$ cat config.mk
export PLATFORM = sky130hd
export DESIGN_NAME = supervisor_reset_watchdog
export DESIGN_NICKNAME = d
export VERILOG_FILES = /design/src/verilog/supervisor_pkg.sv /design/src/verilog/wdog_if.sv /design/src/verilog/supervisor_reset_watchdog.sv /design/src/verilog/watchdog_counter.sv
export SDC_FILE = /design/constraint.sdc
export NUM_CORES = 1
export LEC_CHECK = 0
export BUFFER_PORTS_ARGS = -buffer_cell sky130_fd_sc_hd__buf_2
export CAP_MARGIN = 10
export CORE_ASPECT_RATIO = 0.7
export CORE_MARGIN = 3
export CORE_UTILIZATION = 45
export CTS_BUF_LIST = sky130_fd_sc_hd__clkbuf_2 sky130_fd_sc_hd__clkbuf_4 sky130_fd_sc_hd__clkbuf_8
export CTS_CLUSTER_DIAMETER = 200
export DETAILED_ROUTE_END_ITERATION = 7
export GPL_TIMING_DRIVEN = 0
export HOLD_SLACK_MARGIN = 0.05
export SETUP_SLACK_MARGIN = 0.3
export SLEW_MARGIN = 20
export SYNTH_ARGS = -nofsm -noshare
export SYNTH_HDL_FRONTEND = slang
export SYNTH_SLANG_ARGS = --single-unit
$ cat constraint.sdc
create_clock -name clk -period 7.1 [get_ports clk]
set_input_delay 1.42 -clock clk [delete_from_list [all_inputs] [get_ports clk]]
set_output_delay 1.42 -clock clk [all_outputs]
set_load 0.02 [all_outputs]
$ cat src/verilog/supervisor_pkg.sv
/*
  Constants for the reset supervisor; its watchdog counter uses none of them.
  Assumes a single 250 MHz clock; supply comparisons arrive as flags.
*/
// Contract
// - The reset pin is open drain, active low or high by variant.
// - Reset holds while the supply is below trip and 200 ms after.
// - At power-up reset asserts near 1 V and holds 200 ms past trip.
// - On collapse reset stays asserted until the supply is below 1 V.
// - An enabled watchdog asserts reset if chip select stays static.
// - Each falling chip select edge restarts the watchdog count.
// - Write-lock pin plus lock_enable_bit freeze watchdog settings.
// - Select and lock high, programming level on clock and data,
//   then a chip select low-high pulse raises the stored threshold.
// - Same with serial clock high and programming level on data only
//   restores the native threshold.
// - After restore the threshold returns to its native value.
package supervisor_pkg;
  localparam int CLK_MHZ = 250;
  localparam int RELEASE_MS = 200;
  localparam int RELEASE_CYC = RELEASE_MS * 1000 * CLK_MHZ;
  localparam int WDOG_SEL_W = 2;
  localparam int WDOG_W = 32;
  localparam logic [7:0] TRIP_NATIVE = 8'h00;
endpackage

$ cat src/verilog/wdog_if.sv
/*
  Signals between the supervisor and its watchdog counter.
  Assumes both ends share one clock.
*/
`timescale 1ns/1ps
interface wdog_if;
  logic restart;
  logic hold;
  logic [31:0] limit;
  logic expired;
  modport ctrl (output restart, output hold, output limit, input expired);
  modport cnt (input restart, input hold, input limit, output expired);
endinterface
$ cat src/verilog/supervisor_reset_watchdog.sv
/*
  Reset supervisor: power-on/brownout release delay, watchdog on chip
  select, threshold set/restore sequence detection, write-lock freeze.
  Assumes pins are asynchronous and pass a two-flop synchroniser here.
*/
`timescale 1ns/1ps
module supervisor_reset_watchdog #(
  parameter int RELEASE_CYC = supervisor_pkg::RELEASE_CYC,
  parameter bit ACTIVE_HIGH = 1'b0,
  parameter logic [7:0] TRIP_RAISED = 8'h01
) (
  input wire logic clk,
  input wire logic arst_n,
  input wire logic supplyAboveTrip,
  input wire logic supplyAbove1v,
  input wire logic csN,
  input wire logic sck,
  input wire logic sckProg,
  input wire logic siProg,
  input wire logic wpN,
  input wire logic lockEnableBit,
  input wire logic wdogEnable,
  input wire logic [31:0] wdogLimit,
  output logic resetOut,
  output logic resetOe,
  output logic [7:0] tripCode,
  output logic wdogFrozen
);
  ////////////////////////////////////////////////////////////////////////
  // Synchronisers
  logic [6:0] s1_reg;
  logic [6:0] s2_reg;
  logic csPrev_reg;
  logic [6:0] pinsRaw;
  assign pinsRaw = {supplyAboveTrip, supplyAbove1v, csN, sck, sckProg,
                    siProg, wpN};

  always_ff @(posedge clk or negedge arst_n) begin
    if (!arst_n) begin
      // Chip select and write-lock start at their idle high level
      s1_reg <= 7'h11;
      s2_reg <= 7'h11;
      csPrev_reg <= 1'b1;
    end else begin
      s1_reg <= pinsRaw;
      s2_reg <= s1_reg;
      csPrev_reg <= s2_reg[4];
    end
  end

  logic aboveTrip;
  logic above1v;
  logic csS;
  logic sckS;
  logic sckPS;
  logic siPS;
  logic wpS;
  assign {aboveTrip, above1v, csS, sckS, sckPS, siPS, wpS} = s2_reg;
  logic csFall;
  logic csRise;
  assign csFall = csPrev_reg & ~csS;
  assign csRise = ~csPrev_reg & csS;

  ////////////////////////////////////////////////////////////////////////
  // Supply release delay
  logic [31:0] delay_reg;
  logic [31:0] delay_next;
  logic inReset_reg;
  logic inReset_next;
  logic wdTrip;

  always_comb begin
    delay_next = delay_reg;
    inReset_next = inReset_reg;
    if (!aboveTrip || !above1v) begin
      delay_next = '0;
      inReset_next = 1'b1;
    end else if (wdTrip) begin
      delay_next = '0;
      inReset_next = 1'b1;
    end else if (inReset_reg) begin
      if (delay_reg >= RELEASE_CYC - 1) begin
        inReset_next = 1'b0;
      end else begin
        delay_next = delay_reg + 32'h1;
      end
    end
  end

  always_ff @(posedge clk or negedge arst_n) begin
    if (!arst_n) begin
      delay_reg <= '0;
      inReset_reg <= 1'b1;
    end else begin
      delay_reg <= delay_next;
      inReset_reg <= inReset_next;
    end
  end

  ////////////////////////////////////////////////////////////////////////
  // Watchdog
  logic frozenCfg_reg;
  logic frozenCfg_next;
  logic wdEn_reg;
  logic wdEn_next;
  logic [31:0] wdLim_reg;
  logic [31:0] wdLim_next;

  always_comb begin
    frozenCfg_next = lockEnableBit & ~wpS;
    wdEn_next = wdEn_reg;
    wdLim_next = wdLim_reg;
    if (!frozenCfg_reg) begin
      wdEn_next = wdogEnable;
      wdLim_next = wdogLimit;
    end
  end

  always_ff @(posedge clk or negedge arst_n) begin
    if (!arst_n) begin
      frozenCfg_reg <= 1'b0;
      wdEn_reg <= 1'b0;
      wdLim_reg <= 32'hFFFFFFFF;
    end else begin
      frozenCfg_reg <= frozenCfg_next;
      wdEn_reg <= wdEn_next;
      wdLim_reg <= wdLim_next;
    end
  end

  wdog_if wd ();
  assign wd.restart = csFall;
  assign wd.hold = inReset_reg | ~wdEn_reg;
  assign wd.limit = wdLim_reg;
  assign wdTrip = wd.expired & wdEn_reg;

  watchdog_counter u_wdog (
    .clk(clk),
    .arst_n(arst_n),
    .wd(wd)
  );

  ////////////////////////////////////////////////////////////////////////
  // Threshold programming sequences
  typedef enum logic [1:0] {PIdle, PLow} prog_t;
  prog_t pst_reg;
  prog_t pst_next;
  logic isSet_reg;
  logic isSet_next;
  logic [7:0] trip_reg;
  logic [7:0] trip_next;
  logic setCond;
  logic rstCond;
  assign setCond = wpS & sckPS & siPS;
  assign rstCond = wpS & sckS & ~sckPS & siPS;

  always_comb begin
    pst_next = pst_reg;
    isSet_next = isSet_reg;
    trip_next = trip_reg;
    unique case (pst_reg)
      PIdle: begin
        if (csFall && (setCond || rstCond)) begin
          pst_next = PLow;
          isSet_next = setCond;
        end
      end
      PLow: begin
        if (!(setCond || rstCond)) begin
          pst_next = PIdle;
        end else if (csRise) begin
          pst_next = PIdle;
          if (isSet_reg) begin
            // Set only raises the stored level
            if (TRIP_RAISED > trip_reg) begin
              trip_next = TRIP_RAISED;
            end
          end else begin
            trip_next = supervisor_pkg::TRIP_NATIVE;
          end
        end
      end
    endcase
  end

  always_ff @(posedge clk or negedge arst_n) begin
    if (!arst_n) begin
      pst_reg <= PIdle;
      isSet_reg <= 1'b0;
      trip_reg <= supervisor_pkg::TRIP_NATIVE;
    end else begin
      pst_reg <= pst_next;
      isSet_reg <= isSet_next;
      trip_reg <= trip_next;
    end
  end

  ////////////////////////////////////////////////////////////////////////
  // Outputs: open drain drives only the active level
  logic resOe_reg;
  logic resOut_reg;
  logic frozOut_reg;
  always_ff @(posedge clk or negedge arst_n) begin
    if (!arst_n) begin
      resOe_reg <= 1'b1;
      resOut_reg <= ACTIVE_HIGH;
      frozOut_reg <= 1'b0;
    end else begin
      resOe_reg <= inReset_next;
      resOut_reg <= ACTIVE_HIGH;
      frozOut_reg <= frozenCfg_reg;
    end
  end
  assign resetOe = resOe_reg;
  assign resetOut = resOut_reg;
  assign tripCode = trip_reg;
  assign wdogFrozen = frozOut_reg;
endmodule

$ cat src/verilog/watchdog_counter.sv
/*
  Watchdog counter: counts cycles since last restart, flags expiry.
  Assumes restart and hold are synchronous to clk.
*/
`timescale 1ns/1ps
module watchdog_counter (
  input wire logic clk,
  input wire logic arst_n,
  wdog_if.cnt wd
);
  logic [31:0] count_reg;
  logic [31:0] count_next;
  logic expired_reg;
  logic expired_next;

  always_comb begin
    count_next = count_reg;
    expired_next = 1'b0;
    if (wd.hold || wd.restart) begin
      count_next = '0;
    end else if (count_reg >= wd.limit) begin
      expired_next = 1'b1;
    end else begin
      count_next = count_reg + 32'h1;
    end
  end

  always_ff @(posedge clk or negedge arst_n) begin
    if (!arst_n) begin
      count_reg <= '0;
      expired_reg <= 1'b0;
    end else begin
      count_reg <= count_next;
      expired_reg <= expired_next;
    end
  end

  assign wd.expired = expired_reg;
endmodule

== Yosys cells after proc, flatten, opt, wreduce, memory -nomap -nowiden ==
Cells that the tools add are included.
Storage, ports and cells
  input bits: 43
  bits in registers: 127
Operators by class
  $lt $le $gt $ge: 3
  add/sub/neg operators: 2
  muxes and demuxes: 18
  reductions and logical operators: 12
  bitwise gates (word level): 15
  eq/ne operators: 6
Operators by type and width (count)
  $mux 32: 6
  $add 32x1->32 const B: 2
  $ge 32x26->1 const B: 1
  $ge 32x32->1: 1
  $mux 8: 2
  $and 1x1->1: 9
  $gt 1x8->1 const A: 1
  $mux 1: 6
  $mux 2: 3
  $ne 3x3->1 const B: 2
  $reduce_and 2->1: 3
  $not 1->1: 5
  $ne 2x1->1 const B: 2
  $pmux 2 s2: 1
  $reduce_and 4->1: 1
  $logic_or 1x1->1: 3
  $reduce_bool 3->1: 1
  $eq 2x1->1 const B: 1
  $logic_not 1->1: 2
  $logic_not 2->1: 1
  $ne 2x2->1 const B: 1
  $logic_and 1x1->1: 1
  $or 1x1->1: 1

== Longest topological paths before layout ==
  depth after elaboration: 7
  depth in mapped cells: 11
  gate-level depth less buffers: 9

== By module ==
A second synthesis with hierarchy kept.
Unflattened totals
  cells, all modules: 612
  area, all modules: 6397.4 um^2
By module, submodules not included
  supervisor_reset_watchdog: cells each 293, times used 1, area each 3599.7 um^2
  watchdog_counter: cells each 319, times used 1, area each 2797.7 um^2

== Worst setup path after synthesis ==
Ideal clock, no wire load.
  kind: register to register
  start: register wdLim_reg[17], in the netlist wd.limit[17]
  end: register u_wdog.count_reg[21]
  data arrival time: 2.469 ns
  buffers on the path: 1
  cell stages (with the launch flop): 11
  required time: 6.981 ns
  slack: 4.512 ns
  clock period less this slack: 2.588 ns
  library setup time: 0.119 ns
  cells stage by stage: dfstp_2 -> inv_1 -> ha_1 -> a211oi_2 -> o21bai_1 -> a2111o_1 -> o21ai_4 -> nand4_4 -> buf_6 -> o31a_1 -> o21a_1
On the way
  cells in the longest elaborated chain, start to end: 2
RTL lines
  start, declared: RTL line supervisor_reset_watchdog.sv:106  | logic [31:0] wdLim_reg;
  start signal, assigned: RTL line supervisor_reset_watchdog.sv:127  | wdLim_reg <= wdLim_next;
  $ge 32x32->1: RTL line watchdog_counter.sv:21  | end else if (count_reg >= wd.limit) begin
  $ne 2x1->1 (no source line)
  end signal, assigned: RTL line watchdog_counter.sv:33  | count_reg <= count_next;
  end, declared: RTL line watchdog_counter.sv:11  | logic [31:0] count_reg;
No other way between the ends.
A chain may end at the register's enable or synchronous reset.

== Final worst setup path ==
  start: register wdLim_reg[30], in the netlist wd.limit[30]
  end: register u_wdog.count_reg[7]
Same word-level chain as after synthesis.

==> impl_metrics.xml <==
<?xml version="1.0" encoding="UTF-8"?>
<metrics>
  <group name="run_status">
    <metric name="run_status" unit="">completed</metric>
  </group>
  <group name="layout">
    <metric name="multi_input_comb_area" unit="sq um">2835</metric>
    <metric name="layout.nets" unit="">737</metric>
    <metric name="area_growth_syn_to_layout" unit="%">14.70</metric>
    <metric name="fraction_of_layout_instances_using_a_drive_strength_above_1" unit="%">25.71</metric>
    <metric name="n_antenna_cell" unit="">0</metric>
    <metric name="layout.area.seq" unit="sq um">3025</metric>
    <metric name="n_fill_cell" unit="">1199</metric>
  </group>
  <group name="grt">
    <metric name="global_route_wire_length_before_repair" unit="um">22670</metric>
    <metric name="pin_count_of_the_biggest_net_entering_global_routing" unit="">81</metric>
    <metric name="gr-usage-all-layers" unit="%">18.52</metric>
    <metric name="vias_in_the_first_global_route" unit="">4527</metric>
    <metric name="antenna_violations_before_repair" unit="">0</metric>
    <metric name="globalRoute.totalOverflow" unit="">0</metric>
  </group>
  <group name="worst_setup_path">
    <metric name="r2r-start" unit="">wd.limit[30]$_DFFE_PN1N_</metric>
    <metric name="path_depth" unit="">11</metric>
    <metric name="critPathCapture" unit="">u_wdog.count_reg[7]$_DFFE_PN0P_</metric>
    <metric name="cp_num_buf_inv" unit="">3</metric>
    <metric name="critical_path.max_stage_delay" unit="ps">540</metric>
    <metric name="setup.worst_path.class" unit="">register to register</metric>
    <metric name="rr_endpoint" unit="">u_wdog.count_reg[7]$_DFFE_PN0P_</metric>
    <metric name="cp_cell_sequence" unit="">inv_1 &gt; ha_1 &gt; nand4_1 &gt; nor4_1 &gt; o2111ai_1 &gt; a211o_1 &gt; nand4_4 &gt; buf_6 &gt; buf_2 &gt; xor2_1 &gt; nor2_1</metric>
    <metric name="sort_of_element_at_the_end_of_the_critical_path" unit="">register</metric>
    <metric name="timing.critical_path.from" unit="">wd.limit[30]$_DFFE_PN1N_</metric>
    <metric name="cp_data_required_time" unit="ps">7410</metric>
    <metric name="critPathTopFamily" unit="">simple AND/OR/NAND/NOR gates</metric>
    <metric name="worst_path_max_delay_cell" unit="">sky130_fd_sc_hd__dfstp_2</metric>
    <metric name="worst_r2r_path_depth" unit="">11</metric>
    <metric name="ff2ff_setup_slack" unit="ps">3850</metric>
    <metric name="critPathMaxFanout" unit="">10</metric>
    <metric name="cp_data_arrival_time" unit="ps">3560</metric>
    <metric name="critical_path.startpoint_type" unit="">register</metric>
  </group>
  <group name="clocking">
    <metric name="number_of_clock_sinks_seen_by_cts" unit="">119</metric>
    <metric name="postCtsResizedCells" unit="">0</metric>
    <metric name="worst_setup_hold_path_clk_slew" unit="ps">90</metric>
    <metric name="clock_tree.root_cell" unit="">sky130_fd_sc_hd__clkbuf_8</metric>
    <metric name="worst_skew_pair.late_latency" unit="ps">450</metric>
    <metric name="cts.hold.buffers_added" unit="">0</metric>
    <metric name="cts-buffers-inserted" unit="">17</metric>
    <metric name="post_cts_buffers" unit="">0</metric>
    <metric name="cts.htree.levels" unit="">4</metric>
    <metric name="cts_tree" unit="">yes</metric>
    <metric name="max-clock-path-buffers" unit="">2</metric>
  </group>
  <group name="detailed_routing">
    <metric name="antenna_violating_nets_left" unit="">0</metric>
    <metric name="top_layer" unit="">met4</metric>
    <metric name="routedWlPerCell" unit="um">15.46</metric>
    <metric name="met3_length" unit="um">775</metric>
    <metric name="finalWirelength" unit="um">13270</metric>
    <metric name="m1WireLength" unit="um">6599</metric>
    <metric name="vias_per_cell" unit="">5.343</metric>
    <metric name="route.met2.wl" unit="um">5745</metric>
    <metric name="drt_first_iter_violations" unit="">373</metric>
    <metric name="num_vias" unit="">4584</metric>
    <metric name="route.detailed.drc" unit="">0</metric>
    <metric name="number_of_detailed_routing_iterations_run_before_antenna_repair" unit="">5</metric>
  </group>
  <group name="run">
    <metric name="drv_cap" unit="">0</metric>
  </group>
  <group name="floorplanning">
    <metric name="die_h" unit="um">103.8</metric>
    <metric name="io_pins" unit="">54</metric>
    <metric name="std_cell_rows" unit="">35</metric>
    <metric name="core_area" unit="sq um">13270</metric>
    <metric name="fp.dieW" unit="um">145.7</metric>
    <metric name="die_area" unit="sq um">15120</metric>
    <metric name="initial_utilization" unit="%">46.33</metric>
  </group>
  <group name="synthesis">
    <metric name="number_of_synthesized_flops_with_an_enable_pin" unit="">0</metric>
    <metric name="ys_dominant_reg_cell" unit="">sky130_fd_sc_hd__dfrtp_1</metric>
    <metric name="ys_async_sr_fraction" unit="%">100.0</metric>
    <metric name="post_synth_inst_count" unit="">588</metric>
    <metric name="yosys.area.top_type" unit="">sky130_fd_sc_hd__dfrtp_1</metric>
    <metric name="synth-seq-cells" unit="">119</metric>
    <metric name="synth_area_leaders" unit="">sky130_fd_sc_hd__dfrtp_1 33%, sky130_fd_sc_hd__dfstp_2 16%, sky130_fd_sc_hd__ha_1 6.9%, sky130_fd_sc_hd__mux2_2 6.2%, sky130_fd_sc_hd__nand2_1 2.9%</metric>
    <metric name="portion_of_the_post_synthesis_area_used_by_sequential_elements" unit="%">49.22</metric>
    <metric name="share_of_the_synthesized_area_in_the_top_cell_type" unit="%">32.97</metric>
    <metric name="post_synth_num_cell_types" unit="">55</metric>
    <metric name="total_standard_cell_area_after_synthesis" unit="sq um">6147</metric>
    <metric name="synth.avg_cell_area" unit="sq um">10.45</metric>
    <metric name="yosys_warnings" unit="">0</metric>
  </group>
  <group name="power_and_ir_drop">
    <metric name="power.ir.vdd_worst" unit="mV">0.1619</metric>
    <metric name="static-leakage-power" unit="nW">3.039</metric>
    <metric name="totalPowerFinal" unit="W">0.001415</metric>
    <metric name="power-per-cell-area" unit="nW/um^2">200.7</metric>
  </group>
  <group name="sta">
    <metric name="total_of_endpoints_with_negative_setup_slack_in_the_final_report" unit="">0</metric>
    <metric name="rsz0062_at_grt" unit="">no</metric>
    <metric name="fmaxAchievable" unit="MHz">308.1</metric>
    <metric name="finalSetupTns" unit="ps">0</metric>
    <metric name="final-max-slew-violation-count" unit="">0</metric>
    <metric name="final-hold-violation-count" unit="">0</metric>
    <metric name="transition_at_the_pin_with_the_smallest_max_transition_slack" unit="ps">620.6</metric>
    <metric name="post_route_clock_period_utilization" unit="%">45.72</metric>
    <metric name="min_period" unit="ps">3246</metric>
    <metric name="clock-skew-final" unit="ps">13.01</metric>
    <metric name="max-slew-margin-rel" unit="%">58.63</metric>
  </group>
  <group name="place">
    <metric name="place.detailed.hpwl" unit="um">9608</metric>
    <metric name="gp_congestion" unit="">0.8227</metric>
    <metric name="io_buffer_count" unit="">45</metric>
  </group>
  <group name="hold_path">
    <metric name="worst_hold_path_type" unit="">register to register</metric>
  </group>
</metrics>
-- synthesized netlist by cell type (14+ instances only) --
cell / instances
sky130_fd_sc_hd__a21oi_1: 28
sky130_fd_sc_hd__dfrtp_1: 81
sky130_fd_sc_hd__dfstp_2: 38
sky130_fd_sc_hd__ha_1: 34
sky130_fd_sc_hd__inv_1: 43
sky130_fd_sc_hd__mux2_2: 34
sky130_fd_sc_hd__nand2_1: 47
sky130_fd_sc_hd__nand3_1: 24
sky130_fd_sc_hd__nand4_1: 16
sky130_fd_sc_hd__nor2_1: 37
sky130_fd_sc_hd__nor3_1: 20
sky130_fd_sc_hd__o21ai_0: 18
sky130_fd_sc_hd__or3_1: 14
sky130_fd_sc_hd__xnor2_1: 19
-- per-stage QoR --
step | area (sq um) | hold WS, ps | setup WS, ps | std cells | utilization, %
2_1_floorplan | 6173 | 331.2 | 4512 | 595 | -
3_3_place_gp | 6630 | 333.9 | 3117 | 825 | 49.97
3_5_place_dp | 6664 | 338.5 | 3831 | 826 | 50.22
4_1_cts | 7051 | 358.8 | 3810 | 858 | 53.14
5_1_grt | 7051 | 363.3 | 3584 | 858 | 53.14
6_report | 7051 | 356.7 | 3854 | 858 | 53.14
-- cells by family (layout without fill, tap and decap cells) --
kind of cell,count (synthesis),in the layout,synth area share (%)
AOI/OAI and AO/OA,83,83,8.814
other,1,8,0.06100
DFF,119,119,49.22
and+or+nand+nor,215,215,18.93
muxes,43,43,7.694
buffers and inverters,70,148,5.089
adders and majority gates,34,34,6.920
xor gates and xnor gates,23,23,3.277
-- cell type report --
cell class	count	share of cell area (%)
multi-input cells	406	40.21
plain buffers	27	2.147
clock inverters	15	2.165
inverters	43	2.289
clock buffers	17	3.319
well taps	185	3.283
flip-flops and latches	119	42.91
repair buffers	46	3.673
-- power breakdown --
group / internal [W] / switching [W] / total (W)
registers: 0.000713 / 0.0000107 / 0.000723
clock network: 0.000262 / 0.000340 / 0.000602
logic: 0.0000405 / 0.0000487 / 0.0000892
-- placed cells by master (no fill, tap or decap), types with 4 or more instances in the layout --
cell,count
sky130_fd_sc_hd__ha_1,34
sky130_fd_sc_hd__o211ai_1,6
sky130_fd_sc_hd__o31ai_1,4
sky130_fd_sc_hd__mux2_2,34
sky130_fd_sc_hd__nand4_1,16
sky130_fd_sc_hd__inv_6,6
sky130_fd_sc_hd__or4_1,10
sky130_fd_sc_hd__buf_4,8
sky130_fd_sc_hd__nor3_1,20
sky130_fd_sc_hd__and3_1,8
sky130_fd_sc_hd__dfstp_2,38
sky130_fd_sc_hd__xnor2_1,19
sky130_fd_sc_hd__nand2_1,47
sky130_fd_sc_hd__clkbuf_1,13
sky130_fd_sc_hd__a21oi_1,28
sky130_fd_sc_hd__o21ai_0,18
sky130_fd_sc_hd__nor2_1,37
sky130_fd_sc_hd__xor2_1,4
sky130_fd_sc_hd__mux2i_1,9
sky130_fd_sc_hd__dfrtp_1,81
sky130_fd_sc_hd__nand2b_1,10
sky130_fd_sc_hd__inv_8,4
sky130_fd_sc_hd__inv_1,43
sky130_fd_sc_hd__nor4_1,5
sky130_fd_sc_hd__buf_2,48
sky130_fd_sc_hd__and2_1,8
sky130_fd_sc_hd__conb_1,8
sky130_fd_sc_hd__nand3_1,24
sky130_fd_sc_hd__o21a_1,5
sky130_fd_sc_hd__clkbuf_8,17
sky130_fd_sc_hd__or3_1,14
-- how the worst min path moves through the flow --
stage / from / end / slack, ps / cells after the start
floorplan: s1_reg[1]$_DFF_PN0_ / s2_reg[1]$_DFF_PN0_ / 330 / 0
global placement: s1_reg[2]$_DFF_PN0_ / s2_reg[2]$_DFF_PN0_ / 330 / 0
detailed placement: s1_reg[2]$_DFF_PN0_ / s2_reg[2]$_DFF_PN0_ / 340 / 0
CTS: s1_reg[2]$_DFF_PN0_ / s2_reg[2]$_DFF_PN0_ / 360 / 0
global route: s1_reg[0]$_DFF_PN1_ / s2_reg[0]$_DFF_PN1_ / 360 / 0
finish: s1_reg[2]$_DFF_PN0_ / s2_reg[2]$_DFF_PN0_ / 360 / 0
-- metal layers --
| layer | vias up | GRT usage (%) |
|---|---|---|
| met5 | - | 0 |
| met4 | 0 | 6.098 |
| met3 | 13 | 4.066 |
| met2 | 141 | 26.33 |
| met1 | 2212 | 27.97 |
| li1 | 2218 | - |
Power figures use the tool's default switching activity.
